$ cat config.mk
export PLATFORM = sky130hd
export DESIGN_NAME = break_unit_flat
export DESIGN_NICKNAME = d
export VERILOG_FILES = /design/src/design/ubc_pkg.sv /design/src/design/ubc_link_if.sv /design/src/design/chan_match.sv /design/src/design/break_unit.sv /design/src/flat_wrapper.sv
export VERILOG_INCLUDE_DIRS = /design/src /design/src/design
export SDC_FILE = /design/constraint.sdc
export NUM_CORES = 1
export LEC_CHECK = 0
export ABC_AREA = 1
export BUFFER_PORTS_ARGS = -buffer_cell sky130_fd_sc_hd__buf_4
export CAP_MARGIN = 20
export CORE_MARGIN = 2
export CORE_UTILIZATION = 50
export DETAILED_ROUTE_END_ITERATION = 6
export HOLD_SLACK_MARGIN = 0.08
export PLACE_DENSITY = 0.65
export SLEW_MARGIN = 40
export SYNTH_ARGS = -nofsm -noshare
export SYNTH_HDL_FRONTEND = slang
export SYNTH_SLANG_ARGS = --single-unit
$ cat constraint.sdc
create_clock -name SYS_CLK -period 12.8 [get_ports SYS_CLK]
set_input_delay 3.2 -clock SYS_CLK [delete_from_list [all_inputs] [get_ports SYS_CLK]]
set_output_delay 3.2 -clock SYS_CLK [all_outputs]
set_load 0.03 [all_outputs]
$ cat src/design/ubc_map.svh
// register indices, field positions and link codes of the break and trace unit
`ifndef UBC_MAP_SVH
`define UBC_MAP_SVH
// device register indices on the configuration port
`define IDX_BAR_A 4'h0
`define IDX_MASK_A 4'h1
`define IDX_COND_A 4'h2
`define IDX_BAR_B 4'h3
`define IDX_MASK_B 4'h4
`define IDX_COND_B 4'h5
`define IDX_DATA_B 4'h6
`define IDX_DMASK_B 4'h7
`define IDX_CTRL 4'h8
`define IDX_EXEC_CNT 4'h9
`define CFG_REGS 10
// bus cycle condition fields, two bits each
`define CF_BUS 0
`define CF_KIND 2
`define CF_DIR 4
`define CF_SIZE 6
// break control bits
`define CT_SEQ 0
`define CT_TRACE_ENABLE_BIT 1
`define CT_CNT_EN 2
`define CT_POST_A 3
`define CT_POST_B 4
`define CT_DATA_EN 5
// trace entries
`define ENT_VALID 31
`define ENT_PTR 28
`define ENT_ADDR_W 28
`define PTR_INVALID 3'h7
`define TRACE_DEPTH 8
// trace read selects
`define RD_SRC 2'h0
`define RD_DST 2'h1
`define RD_STAT 2'h2
// apb offsets of the controller
`define HA_CFG_DATA 12'h000
`define HA_CFG_CMD 12'h004
`define HA_TRACE 12'h008
`define HA_SRC 12'h00C
`define HA_DST 12'h010
`define HA_STAT 12'h014
`define HA_SPC 12'h018
`endif

$ cat src/design/ubc_pkg.sv
// types shared by both ends of the break and trace link
package ubc_pkg;
  typedef enum logic [1:0] {SZ_NONE, SZ_BYTE, SZ_WORD, SZ_LONG} op_size_t;
  typedef enum logic [2:0] {BK_NONE, BK_FETCH_PRE, BK_FETCH_POST, BK_DATA_ADDR,
    BK_DATA_VAL} brk_kind_t;
  typedef enum {HS_IDLE, HS_SRC, HS_DST} host_state_t;
endpackage

$ cat src/design/ubc_link_if.sv
// link between the cpu side controller and the break and trace unit
`timescale 1ns/1ps
interface ubc_link_if;
  import ubc_pkg::*;
  // configuration writes
  logic cfg_we;
  logic [3:0] cfg_idx;
  logic [31:0] cfg_wdata;
  // trace reads
  logic rd_req;
  logic [1:0] rd_sel;
  logic rd_long;
  logic rd_ack;
  logic [31:0] rd_data;
  // monitored bus cycle
  logic bc_valid;
  logic [31:0] bc_addr;
  logic [31:0] bc_data;
  op_size_t bc_size;
  logic bc_write;
  logic bc_dma;
  logic bc_fetch;
  logic [31:0] bc_pc;
  logic [31:0] bc_next_pc;
  // branch events
  logic tr_valid;
  logic tr_intr;
  logic [27:0] tr_ia;
  logic [27:0] tr_fetch;
  logic [27:0] tr_dst;
  logic tr_dslot;
  logic [27:0] tr_pend;
  logic tr_exec;
  // break answer
  logic brk_req;
  brk_kind_t brk_kind;
  logic [31:0] brk_spc;
  modport dev (input cfg_we, cfg_idx, cfg_wdata, rd_req, rd_sel, rd_long, bc_valid,
    bc_addr, bc_data, bc_size, bc_write, bc_dma, bc_fetch, bc_pc, bc_next_pc, tr_valid,
    tr_intr, tr_ia, tr_fetch, tr_dst, tr_dslot, tr_pend, tr_exec,
    output rd_ack, rd_data, brk_req, brk_kind, brk_spc);
  modport host (output cfg_we, cfg_idx, cfg_wdata, rd_req, rd_sel, rd_long, bc_valid,
    bc_addr, bc_data, bc_size, bc_write, bc_dma, bc_fetch, bc_pc, bc_next_pc, tr_valid,
    tr_intr, tr_ia, tr_fetch, tr_dst, tr_dslot, tr_pend, tr_exec,
    input rd_ack, rd_data, brk_req, brk_kind, brk_spc);
endinterface

$ cat src/design/chan_match.sv
// one break channel: bus cycle, address and optional data comparison
`timescale 1ns/1ps
`include "ubc_map.svh"
module chan_match #(
  parameter bit USE_DATA = 1'b0
) (
  // channel setup
  input wire logic [31:0] brk_addr,
  input wire logic [31:0] brk_mask,
  input wire logic [7:0] cond,
  input wire logic data_en,
  input wire logic [31:0] brk_data,
  input wire logic [31:0] data_mask,
  // bus cycle
  input wire logic bc_valid,
  input wire logic [31:0] bc_addr,
  input wire logic [31:0] bc_data,
  input wire ubc_pkg::op_size_t bc_size,
  input wire logic bc_write,
  input wire logic bc_dma,
  input wire logic bc_fetch,
  // result
  output logic hit
);
  import ubc_pkg::*;
  wire [1:0] bus_sel = cond[`CF_BUS+:2];
  wire [1:0] kind_sel = cond[`CF_KIND+:2];
  wire [1:0] dir_sel = cond[`CF_DIR+:2];
  wire [1:0] size_sel = cond[`CF_SIZE+:2];
  // a bus, kind or direction group left at 00 never matches
  wire grp_ok = (bc_dma ? bus_sel[1] : bus_sel[0]) && (bc_fetch ? kind_sel[0] : kind_sel[1])
    && (bc_write ? dir_sel[1] : dir_sel[0]);
  wire size_ok = (size_sel == 2'h0) || (size_sel == 2'(bc_size));
  // low address bits below the access size take no part
  wire [31:0] keep = (bc_size == SZ_LONG) ? 32'hFFFFFFFC :
    (bc_size == SZ_WORD) ? 32'hFFFFFFFE : 32'hFFFFFFFF;
  wire addr_ok = ((brk_addr ^ bc_addr) & ~brk_mask & keep) == 32'h0;
  // upper half ignored for word and byte; byte compares the low lane only
  wire [31:0] width = (bc_size == SZ_LONG) ? 32'hFFFFFFFF :
    (bc_size == SZ_WORD) ? 32'h0000FFFF : 32'h000000FF;
  wire use_data = USE_DATA && data_en && !bc_fetch;
  wire data_ok = !use_data || (((brk_data ^ bc_data) & ~data_mask & width) == 32'h0);
  // address and data must agree in the same bus cycle
  assign hit = bc_valid && grp_ok && size_ok && addr_ok && data_ok;
endmodule

$ cat src/design/break_unit.sv
// break matching, saved pc selection and branch trace queue of the device
// Overview of operation
// - address compare width follows access size
// - data break needs address and data match
// - software duplicates byte data in both bytes
// - word or byte ignores upper data half
// - software gives operand size with data break
// - dma breaks use byte, word or none
// - sequence mode: b breaks only after a
// - b before a is ignored
// - simultaneous a and b in sequence mode gives no break
// - execution count gates channel b break
// - pre-fetch break saves matching instruction address
// - post-fetch break saves next instruction address
// - address data break saves following address
// - value data break may be imprecise
// - trace records source and destination per branch
// - source address minus twice pointer gives origin
// - pending 4n+2 destination stored, pointer invalid
// - interrupt source last instruction, destination vector
// - eight pairs, shared read pointer, advance on destination
// - read source first, destination by longword
// - trace pointer bottom start, pushed up, steps down
// - trace re-enable invalidates queue, keeps read pointer
// - destination valid set on capture, cleared on read
`timescale 1ns/1ps
`include "ubc_map.svh"
module break_unit #(
  parameter int DEPTH = `TRACE_DEPTH
) (
  // clock and reset
  input wire logic SYS_CLK,
  input wire logic ARST_N,
  // link to the cpu side
  ubc_link_if.dev LNK,
  // towards the interrupt controller
  output logic BRK_IRQ,
  output logic MATCH_A,
  output logic MATCH_B
);
  import ubc_pkg::*;
  localparam int PW = $clog2(DEPTH) + 1;

  // configuration store and outputs
  logic [31:0] cfg_reg [0:`CFG_REGS-1];
  logic a_seen_reg;
  logic [15:0] cnt_reg;
  logic brk_reg;
  brk_kind_t kind_reg;
  logic [31:0] spc_reg;
  logic match_a_reg;
  logic match_b_reg;
  logic ack_reg;
  logic [31:0] rdata_reg;
  // trace queue
  logic [31:0] src_q [0:DEPTH-1];
  logic [31:0] dst_q [0:DEPTH-1];
  logic [PW-1:0] rp_reg;
  logic [PW-1:0] tp_reg;
  logic trace_enable_bit_d_reg;

  // saturating step of a queue pointer
  function automatic logic [PW-1:0] step(input logic [PW-1:0] v, input logic up,
    input logic dn, input logic [PW-1:0] lim);
    logic [PW-1:0] r;
    r = v;
    if (up && !dn && v < lim)
      r = v + PW'(1);
    else if (dn && !up && v != '0)
      r = v - PW'(1);
    return r;
  endfunction

  wire [31:0] ctrl = cfg_reg[`IDX_CTRL];
  wire seq = ctrl[`CT_SEQ];
  wire trace_enable_bit = ctrl[`CT_TRACE_ENABLE_BIT];
  wire hit_a;
  wire hit_b;

  chan_match #(.USE_DATA(1'b0)) u_match_a (
    .brk_addr(cfg_reg[`IDX_BAR_A]),
    .brk_mask(cfg_reg[`IDX_MASK_A]),
    .cond(cfg_reg[`IDX_COND_A][7:0]),
    .data_en(1'b0),
    .brk_data(32'h00000000),
    .data_mask(32'hFFFFFFFF),
    .bc_valid(LNK.bc_valid),
    .bc_addr(LNK.bc_addr),
    .bc_data(LNK.bc_data),
    .bc_size(LNK.bc_size),
    .bc_write(LNK.bc_write),
    .bc_dma(LNK.bc_dma),
    .bc_fetch(LNK.bc_fetch),
    .hit(hit_a)
  );

  chan_match #(.USE_DATA(1'b1)) u_match_b (
    .brk_addr(cfg_reg[`IDX_BAR_B]),
    .brk_mask(cfg_reg[`IDX_MASK_B]),
    .cond(cfg_reg[`IDX_COND_B][7:0]),
    .data_en(ctrl[`CT_DATA_EN]),
    .brk_data(cfg_reg[`IDX_DATA_B]),
    .data_mask(cfg_reg[`IDX_DMASK_B]),
    .bc_valid(LNK.bc_valid),
    .bc_addr(LNK.bc_addr),
    .bc_data(LNK.bc_data),
    .bc_size(LNK.bc_size),
    .bc_write(LNK.bc_write),
    .bc_dma(LNK.bc_dma),
    .bc_fetch(LNK.bc_fetch),
    .hit(hit_b)
  );

  // sequence qualification: b counts only after an earlier a, never together
  wire b_qual = hit_b && (!seq || (a_seen_reg && !hit_a));
  wire [15:0] cnt_inc = cnt_reg + 16'h0001;
  wire cnt_done = !ctrl[`CT_CNT_EN] || (cnt_inc >= cfg_reg[`IDX_EXEC_CNT][15:0]);
  wire b_break = b_qual && cnt_done;
  wire a_break = hit_a && !seq;
  wire brk = a_break || b_break;
  // kind of break decides which pc is saved
  wire post_ch = a_break ? ctrl[`CT_POST_A] : ctrl[`CT_POST_B];
  wire val_brk = !a_break && ctrl[`CT_DATA_EN];
  wire brk_kind_t kind_now = LNK.bc_fetch ? (post_ch ? BK_FETCH_POST : BK_FETCH_PRE) :
    (val_brk ? BK_DATA_VAL : BK_DATA_ADDR);
  // pre-fetch keeps the matched instruction; all others resume after it
  wire [31:0] spc_now = (kind_now == BK_FETCH_PRE) ? LNK.bc_pc : LNK.bc_next_pc;

  // sequence state, execution counter and break outputs
  always_ff @(posedge SYS_CLK or negedge ARST_N)
  begin
    if (!ARST_N)
    begin
      a_seen_reg <= 1'b0;
      cnt_reg <= 16'h0000;
      brk_reg <= 1'b0;
      kind_reg <= BK_NONE;
      spc_reg <= 32'h00000000;
      match_a_reg <= 1'b0;
      match_b_reg <= 1'b0;
    end
    else
    begin
      // a new a match wins over the clear taken by a break
      if (seq && hit_a)
        a_seen_reg <= 1'b1;
      else if (b_break || !seq)
        a_seen_reg <= 1'b0;
      if (b_break)
        cnt_reg <= 16'h0000;
      else if (b_qual)
        cnt_reg <= cnt_inc;
      brk_reg <= brk;
      match_a_reg <= hit_a;
      match_b_reg <= hit_b;
      if (brk)
      begin
        kind_reg <= kind_now;
        spc_reg <= spc_now;
      end
    end
  end

  // trace source entry: origin pointer such that origin = address - 2 * pointer
  wire [27:0] ptr_diff = LNK.tr_fetch - LNK.tr_ia;
  wire pend_case = LNK.tr_intr && LNK.tr_dslot && (LNK.tr_pend[1:0] == 2'b10);
  wire [31:0] src_new = pend_case ? {1'b1, `PTR_INVALID, LNK.tr_pend} :
    {1'b1, ptr_diff[3:1], LNK.tr_fetch};
  wire [31:0] dst_new = {4'h8, LNK.tr_dst};
  wire push = trace_enable_bit && LNK.tr_valid;
  wire rise = trace_enable_bit && !trace_enable_bit_d_reg;
  wire pop = LNK.rd_req && LNK.rd_sel == `RD_DST && LNK.rd_long && rp_reg != '0;
  wire [PW-1:0] top = rp_reg - PW'(1);
  wire [PW-1:0] clr_idx = push ? rp_reg : top;
  wire [31:0] rd_mux = (rp_reg == '0) ? 32'h00000000 :
    (LNK.rd_sel == `RD_SRC) ? src_q[top[PW-2:0]] :
    (LNK.rd_sel == `RD_DST) ? dst_q[top[PW-2:0]] : 32'h00000000;
  wire [31:0] stat_word = {16'h0000, 8'(rp_reg), 8'(tp_reg)};

  // queue shifts up on each push; bottom is index zero
  always_ff @(posedge SYS_CLK)
  begin
    for (int i = 0; i < DEPTH; i++)
    begin
      if (push)
      begin
        src_q[i] <= (i == 0) ? src_new : src_q[i-1];
        dst_q[i] <= (i == 0) ? dst_new : dst_q[i-1];
      end
      // stale contents after re-enable, and destination entries once read, show invalid
      if (rise)
      begin
        src_q[i][`ENT_VALID] <= 1'b0;
        dst_q[i][`ENT_VALID] <= 1'b0;
      end
      else if (pop && PW'(i) == clr_idx)
        dst_q[i][`ENT_VALID] <= 1'b0;
    end
  end

  // pointers and read answers
  always_ff @(posedge SYS_CLK or negedge ARST_N)
  begin
    if (!ARST_N)
    begin
      rp_reg <= '0;
      tp_reg <= '0;
      trace_enable_bit_d_reg <= 1'b0;
      ack_reg <= 1'b0;
      rdata_reg <= 32'h00000000;
    end
    else
    begin
      trace_enable_bit_d_reg <= trace_enable_bit;
      rp_reg <= step(rp_reg, push, pop, PW'(DEPTH));
      if (rise)
        tp_reg <= '0;
      else
        tp_reg <= step(tp_reg, push, LNK.tr_exec, PW'(DEPTH - 1));
      ack_reg <= LNK.rd_req;
      if (LNK.rd_req)
        rdata_reg <= (LNK.rd_sel == `RD_STAT) ? stat_word : rd_mux;
    end
  end

  // configuration writes; contents cleared at reset for a defined start
  always_ff @(posedge SYS_CLK or negedge ARST_N)
  begin
    if (!ARST_N)
    begin
      for (int i = 0; i < `CFG_REGS; i++)
        cfg_reg[i] <= 32'h00000000;
    end
    else if (LNK.cfg_we && LNK.cfg_idx < 4'(`CFG_REGS))
      cfg_reg[LNK.cfg_idx] <= LNK.cfg_wdata;
  end

  assign LNK.rd_ack = ack_reg;
  assign LNK.rd_data = rdata_reg;
  assign LNK.brk_req = brk_reg;
  assign LNK.brk_kind = kind_reg;
  assign LNK.brk_spc = spc_reg;
  assign BRK_IRQ = brk_reg;
  assign MATCH_A = match_a_reg;
  assign MATCH_B = match_b_reg;
endmodule

$ cat src/flat_wrapper.sv
// flat-port wrapper written by rule: the top's interface ports become plain ports
module break_unit_flat import ubc_pkg::*;
#(
  parameter int DEPTH = `TRACE_DEPTH
)
  (SYS_CLK, ARST_N, BRK_IRQ, MATCH_A, MATCH_B, LNK_cfg_we, LNK_cfg_idx, LNK_cfg_wdata, LNK_rd_req, LNK_rd_sel, LNK_rd_long, LNK_bc_valid, LNK_bc_addr, LNK_bc_data, LNK_bc_size, LNK_bc_write, LNK_bc_dma, LNK_bc_fetch, LNK_bc_pc, LNK_bc_next_pc, LNK_tr_valid, LNK_tr_intr, LNK_tr_ia, LNK_tr_fetch, LNK_tr_dst, LNK_tr_dslot, LNK_tr_pend, LNK_tr_exec, LNK_rd_ack, LNK_rd_data, LNK_brk_req, LNK_brk_kind, LNK_brk_spc);
  ubc_link_if LNK_i ();
  input wire logic SYS_CLK;
  input wire logic ARST_N;
  output logic BRK_IRQ;
  output logic MATCH_A;
  output logic MATCH_B;
  input wire logic [$bits(LNK_i.cfg_we)-1:0] LNK_cfg_we;
  input wire logic [$bits(LNK_i.cfg_idx)-1:0] LNK_cfg_idx;
  input wire logic [$bits(LNK_i.cfg_wdata)-1:0] LNK_cfg_wdata;
  input wire logic [$bits(LNK_i.rd_req)-1:0] LNK_rd_req;
  input wire logic [$bits(LNK_i.rd_sel)-1:0] LNK_rd_sel;
  input wire logic [$bits(LNK_i.rd_long)-1:0] LNK_rd_long;
  input wire logic [$bits(LNK_i.bc_valid)-1:0] LNK_bc_valid;
  input wire logic [$bits(LNK_i.bc_addr)-1:0] LNK_bc_addr;
  input wire logic [$bits(LNK_i.bc_data)-1:0] LNK_bc_data;
  input wire logic [$bits(LNK_i.bc_size)-1:0] LNK_bc_size;
  input wire logic [$bits(LNK_i.bc_write)-1:0] LNK_bc_write;
  input wire logic [$bits(LNK_i.bc_dma)-1:0] LNK_bc_dma;
  input wire logic [$bits(LNK_i.bc_fetch)-1:0] LNK_bc_fetch;
  input wire logic [$bits(LNK_i.bc_pc)-1:0] LNK_bc_pc;
  input wire logic [$bits(LNK_i.bc_next_pc)-1:0] LNK_bc_next_pc;
  input wire logic [$bits(LNK_i.tr_valid)-1:0] LNK_tr_valid;
  input wire logic [$bits(LNK_i.tr_intr)-1:0] LNK_tr_intr;
  input wire logic [$bits(LNK_i.tr_ia)-1:0] LNK_tr_ia;
  input wire logic [$bits(LNK_i.tr_fetch)-1:0] LNK_tr_fetch;
  input wire logic [$bits(LNK_i.tr_dst)-1:0] LNK_tr_dst;
  input wire logic [$bits(LNK_i.tr_dslot)-1:0] LNK_tr_dslot;
  input wire logic [$bits(LNK_i.tr_pend)-1:0] LNK_tr_pend;
  input wire logic [$bits(LNK_i.tr_exec)-1:0] LNK_tr_exec;
  output wire logic [$bits(LNK_i.rd_ack)-1:0] LNK_rd_ack;
  output wire logic [$bits(LNK_i.rd_data)-1:0] LNK_rd_data;
  output wire logic [$bits(LNK_i.brk_req)-1:0] LNK_brk_req;
  output wire logic [$bits(LNK_i.brk_kind)-1:0] LNK_brk_kind;
  output wire logic [$bits(LNK_i.brk_spc)-1:0] LNK_brk_spc;
  assign LNK_i.cfg_we = LNK_cfg_we;
  assign LNK_i.cfg_idx = LNK_cfg_idx;
  assign LNK_i.cfg_wdata = LNK_cfg_wdata;
  assign LNK_i.rd_req = LNK_rd_req;
  assign LNK_i.rd_sel = LNK_rd_sel;
  assign LNK_i.rd_long = LNK_rd_long;
  assign LNK_i.bc_valid = LNK_bc_valid;
  assign LNK_i.bc_addr = LNK_bc_addr;
  assign LNK_i.bc_data = LNK_bc_data;
  assign LNK_i.bc_size = LNK_bc_size;
  assign LNK_i.bc_write = LNK_bc_write;
  assign LNK_i.bc_dma = LNK_bc_dma;
  assign LNK_i.bc_fetch = LNK_bc_fetch;
  assign LNK_i.bc_pc = LNK_bc_pc;
  assign LNK_i.bc_next_pc = LNK_bc_next_pc;
  assign LNK_i.tr_valid = LNK_tr_valid;
  assign LNK_i.tr_intr = LNK_tr_intr;
  assign LNK_i.tr_ia = LNK_tr_ia;
  assign LNK_i.tr_fetch = LNK_tr_fetch;
  assign LNK_i.tr_dst = LNK_tr_dst;
  assign LNK_i.tr_dslot = LNK_tr_dslot;
  assign LNK_i.tr_pend = LNK_tr_pend;
  assign LNK_i.tr_exec = LNK_tr_exec;
  assign LNK_rd_ack = LNK_i.rd_ack;
  assign LNK_rd_data = LNK_i.rd_data;
  assign LNK_brk_req = LNK_i.brk_req;
  assign LNK_brk_kind = LNK_i.brk_kind;
  assign LNK_brk_spc = LNK_i.brk_spc;
  break_unit #(.DEPTH(DEPTH)) u_core (.SYS_CLK(SYS_CLK), .ARST_N(ARST_N), .LNK(LNK_i), .BRK_IRQ(BRK_IRQ), .MATCH_A(MATCH_A), .MATCH_B(MATCH_B));
endmodule
==> flow_results.xml <==
<?xml version="1.0" encoding="UTF-8"?>
<metrics>
  <group name="layout">
    <metric name="nets" unit="">4226</metric>
    <metric name="final_layout_size_suffix_gt1_share" unit="%">13.4</metric>
    <metric name="multi_input_combinational_cell_area" unit="mm²">0.0108</metric>
    <metric name="largest_reg_flops" unit="">256</metric>
    <metric name="areaGrowthSynthToFinish" unit="%">17.6</metric>
    <metric name="layout.area.seq" unit="mm²">0.0228</metric>
    <metric name="fill_cells" unit="">6124</metric>
  </group>
  <group name="worst_hold_path">
    <metric name="timing.hold.worst.class" unit="">flop to flop</metric>
  </group>
  <group name="cts">
    <metric name="bufs_on_longest_clock_path" unit="">3</metric>
    <metric name="clock_insertion_delay_at_the_later_pin_of_the_skew_report" unit="ns">0.64</metric>
    <metric name="clock_sinks" unit="">815</metric>
    <metric name="total_cts_buffers" unit="">86</metric>
    <metric name="holdBufCountCts" unit="">0</metric>
    <metric name="htree_num_levels" unit="">3</metric>
    <metric name="cts.repair_timing.setup_buffer_count" unit="">0</metric>
    <metric name="cts_tree" unit="">yes</metric>
    <metric name="postCtsResizedCells" unit="">0</metric>
    <metric name="cts_root_buffer" unit="">sky130_fd_sc_hd__clkbuf_16</metric>
    <metric name="clkSlewWorstSetupHoldPaths" unit="ns">0.06</metric>
  </group>
  <group name="yosys">
    <metric name="yosys_warnings" unit="">0</metric>
    <metric name="syn-instance-count" unit="">3632</metric>
    <metric name="synth-edff-count" unit="">486</metric>
    <metric name="synth-main-ff-cell" unit="">sky130_fd_sc_hd__edfxtp_1</metric>
    <metric name="synth_cell_type_count" unit="">47</metric>
    <metric name="synth_commonest_cells" unit="">sky130_fd_sc_hd__nand2_1, sky130_fd_sc_hd__o21ai_0, sky130_fd_sc_hd__edfxtp_1</metric>
    <metric name="synth.net_count" unit="">3950</metric>
    <metric name="ys_async_rst_share" unit="%">40.1</metric>
    <metric name="synth_sequential_area_ratio" unit="%">63.9</metric>
    <metric name="synth.top_cell.area_share" unit="%">40.9</metric>
    <metric name="post_synth.cell_area_avg" unit="µm²">9.83</metric>
    <metric name="synthDominantAreaCellType" unit="">sky130_fd_sc_hd__edfxtp_1</metric>
    <metric name="ys_seq_elements" unit="">815</metric>
    <metric name="syn_area" unit="mm²">0.0357</metric>
    <metric name="yosysMostFrequentCell" unit="">sky130_fd_sc_hd__nand2_1</metric>
    <metric name="netlist_top_cells_area" unit="">sky130_fd_sc_hd__edfxtp_1, sky130_fd_sc_hd__dfrtp_1, sky130_fd_sc_hd__nand2_1, sky130_fd_sc_hd__o21ai_0, sky130_fd_sc_hd__nor2_1</metric>
  </group>
  <group name="global_route">
    <metric name="groute.layer.met2.usage" unit="%">38.7</metric>
    <metric name="global_route.peak_usage_layer" unit="">met2</metric>
    <metric name="groute.layer.met1.usage" unit="%">35.2</metric>
    <metric name="grt_first_pass_wirelength" unit="µm">144000</metric>
    <metric name="largest_net_degree_at_the_start_of_global_routing" unit="">159</metric>
    <metric name="grt_use_total" unit="%">24.7</metric>
    <metric name="grt_pass1_vias" unit="">25400</metric>
    <metric name="grt.overflow.total" unit="">0</metric>
    <metric name="antenna_found_initial" unit="">8</metric>
    <metric name="met3_usage" unit="%">4.51</metric>
  </group>
  <group name="critical_path">
    <metric name="crit_path_end_kind" unit="">flop</metric>
    <metric name="cp_data_arrival_time" unit="ns">6.74</metric>
    <metric name="critical_path_class" unit="">input port to flop</metric>
    <metric name="timing.critical_path.fanout_max" unit="">39</metric>
    <metric name="timing.critical_path.required" unit="ns">13.36</metric>
    <metric name="worst_setup_path_start_kind" unit="">input port</metric>
  </group>
  <group name="timing">
    <metric name="timing_max_transition_violations_final" unit="">0</metric>
    <metric name="fmaxAchievable" unit="GHz">0.162</metric>
    <metric name="final_min_period_over_clock_period" unit="%">48.3</metric>
    <metric name="worst_slew_margin_rel" unit="%">44.8</metric>
    <metric name="finalSetupTns" unit="ns">0</metric>
    <metric name="postLayoutSetupSlackWorst" unit="ns">6.62</metric>
    <metric name="setup_viol_count_final" unit="">0</metric>
    <metric name="final.min_clock_period" unit="ns">6.18</metric>
    <metric name="fin_worst_skew" unit="ns">0.0180</metric>
    <metric name="final_hold_viol_count" unit="">0</metric>
    <metric name="worst-slew-pin-transition" unit="ns">0.821</metric>
    <metric name="unrepaired_setup_endpoints_after_global_routing" unit="">no</metric>
    <metric name="fin_hold_ws" unit="ns">0.430</metric>
  </group>
  <group name="place">
    <metric name="numPortBuffers" unit="">340</metric>
    <metric name="place.detailed.hpwl" unit="µm">58200</metric>
    <metric name="globalplace.congestion" unit="">0.871</metric>
    <metric name="place_worst_setup_slack" unit="ns">6.15</metric>
  </group>
  <group name="drt">
    <metric name="drt-total-wl" unit="µm">91400</metric>
    <metric name="drcViolationCount" unit="">0</metric>
    <metric name="antenna_violating_nets_post_route" unit="">0</metric>
    <metric name="drt_first_pass_iters" unit="">7</metric>
    <metric name="vias_per_cell" unit="">5.40</metric>
    <metric name="detailroute.via_count" unit="">26600</metric>
    <metric name="number_of_drc_markers_in_iteration_0" unit="">2447</metric>
    <metric name="wl_per_cell" unit="µm">18.6</metric>
  </group>
  <group name="die">
    <metric name="num_io_pins" unit="">365</metric>
    <metric name="floorplan.core_area" unit="mm²">0.0704</metric>
    <metric name="core.rowCount" unit="">97</metric>
    <metric name="design.die.area" unit="mm²">0.0735</metric>
    <metric name="start_util" unit="%">50.7</metric>
    <metric name="chipWidth" unit="µm">271</metric>
    <metric name="dieHeight" unit="µm">271</metric>
  </group>
  <group name="power_and_ir_drop">
    <metric name="vdd_ir_drop_max" unit="mV">0.177</metric>
    <metric name="power.density_cell_area" unit="mW/mm²">199</metric>
    <metric name="p_leak" unit="nW">17.9</metric>
    <metric name="tot_pwr" unit="mW">8.35</metric>
  </group>
  <group name="outcome">
    <metric name="status" unit="">finished clean</metric>
  </group>
  <group name="run">
    <metric name="maxCapViolations" unit="">0</metric>
  </group>
</metrics>
kinds of logic after synthesis:
kind of cell / share of synthesized area, %
simple gates: 16.7
fa+ha+maj: 0.918
flops: 63.9
xor+xnor: 0.638
compound gates: 12.0
buf+inv: 5.84
placed cells by master (no fill, tap or decap), types with 4 or more instances in the layout:
cell type / synthesis / layout
sky130_fd_sc_hd__nor3_1: 14 / 12
sky130_fd_sc_hd__inv_2: 4 / 5
sky130_fd_sc_hd__a22oi_1: 4 / 4
sky130_fd_sc_hd__o221ai_1: 52 / 52
sky130_fd_sc_hd__nand2_1: 741 / 739
sky130_fd_sc_hd__o21ai_0: 527 / 527
sky130_fd_sc_hd__nand2_2: 2 / 4
sky130_fd_sc_hd__buf_16: 0 / 5
sky130_fd_sc_hd__clkinv_1: 4 / 14
sky130_fd_sc_hd__xor2_1: 17 / 17
sky130_fd_sc_hd__clkbuf_1: 153 / 22
sky130_fd_sc_hd__inv_1: 341 / 337
sky130_fd_sc_hd__buf_6: 5 / 8
sky130_fd_sc_hd__o21ai_1: 10 / 10
sky130_fd_sc_hd__nand3_1: 157 / 155
sky130_fd_sc_hd__o22ai_1: 66 / 66
sky130_fd_sc_hd__bufinv_16: 0 / 7
sky130_fd_sc_hd__nand4_1: 67 / 67
sky130_fd_sc_hd__dfrtp_1: 327 / 326
sky130_fd_sc_hd__a32o_1: 4 / 4
sky130_fd_sc_hd__clkinv_2: 0 / 17
sky130_fd_sc_hd__clkbuf_8: 0 / 7
sky130_fd_sc_hd__edfxtp_1: 486 / 486
sky130_fd_sc_hd__ha_1: 23 / 22
sky130_fd_sc_hd__a21oi_1: 78 / 78
sky130_fd_sc_hd__a211oi_1: 6 / 6
sky130_fd_sc_hd__xnor2_1: 9 / 8
sky130_fd_sc_hd__nor2_2: 1 / 4
sky130_fd_sc_hd__o211ai_1: 7 / 7
sky130_fd_sc_hd__clkbuf_16: 0 / 88
sky130_fd_sc_hd__a31oi_1: 14 / 14
sky130_fd_sc_hd__nand3b_1: 15 / 15
sky130_fd_sc_hd__or2_0: 4 / 4
sky130_fd_sc_hd__buf_4: 4 / 357
sky130_fd_sc_hd__nor2_1: 442 / 439
routing by layer:
metal,wire [µm],vias to the layer above
met4,2560,10
met5,62,-
li1,-,12900
met1,40800,12700
met2,42200,788
met3,5810,158
worst paths after layout:
check	startpoint	endpoint	slack, ns	depth (start not counted)
setup / recovery	LNK_bc_fetch	u_core.LNK.brk_spc[28]$_DFFE_PN0P_	6.62	12
hold / removal	u_core.dst_q[2][19]$_DFFE_PP_	u_core.dst_q[3][19]$_DFFE_PP_	0.43	0
setup reg to reg	u_core.rp_reg[0]$_DFFE_PN0P_	u_core.LNK.rd_data[8]$_DFFE_PN0P_	8.38	10
hold reg to reg	u_core.dst_q[2][19]$_DFFE_PP_	u_core.dst_q[3][19]$_DFFE_PP_	0.43	0
max in group asynchronous	ARST_N	u_core.cfg_reg[109]$_DFFE_PN0P_	9.08	3
min in group asynchronous	ARST_N	u_core.LNK.brk_spc[15]$_DFFE_PN0P_	2.39	1
through the flow:
| stage | cell area (µm²) | utilization [%] | instances |
|---|---|---|---|
| after global routing | 42000 | 59.6 | 4920 |
| after CTS | 41900 | 59.5 | 4916 |
| after floorplan | 35700 | - | 3632 |
| final | 42000 | 59.6 | 4920 |
| after detailed placement | 39100 | 55.5 | 4758 |
| after global placement | 39000 | 55.3 | 4754 |
layout make-up:
| type | instances | share of cell area [%] |
|---|---|---|
| Sequential cell | 815 | 54.4 |
| Inverter | 350 | 3.16 |
| Antenna cell | 2 | 0.0119 |
| Multi-Input combinational cell | 2281 | 25.8 |
| Tap cell | 940 | 2.80 |
| Timing Repair Buffer | 374 | 7.11 |
| Clock inverter | 41 | 1.05 |
| Clock buffer | 117 | 5.67 |
where the power goes:
part,leakage [nW],switching [mW],total (mW),internal (mW)
clock,1.38,1.05,2.51,1.45
sequential,8.61,0.220,3.41,3.18
combinational,7.90,1.64,2.44,0.796
worst max-delay path: stages:
cell and delay, ns:
sky130_fd_sc_hd__buf_4 0.38, sky130_fd_sc_hd__o21a_1 0.18, sky130_fd_sc_hd__nand2_1 0.07, sky130_fd_sc_hd__nor2_1 0.30, sky130_fd_sc_hd__nand4_1 0.13, sky130_fd_sc_hd__nor2_1 0.28
sky130_fd_sc_hd__nand3_1 0.27, sky130_fd_sc_hd__nand2_2 0.58, sky130_fd_sc_hd__nand3_2 0.74, sky130_fd_sc_hd__nand2_1 0.24, sky130_fd_sc_hd__nand3_1 0.19, sky130_fd_sc_hd__nand2_1 0.11
No activity file was read; power rests on OpenSTA's default activity.
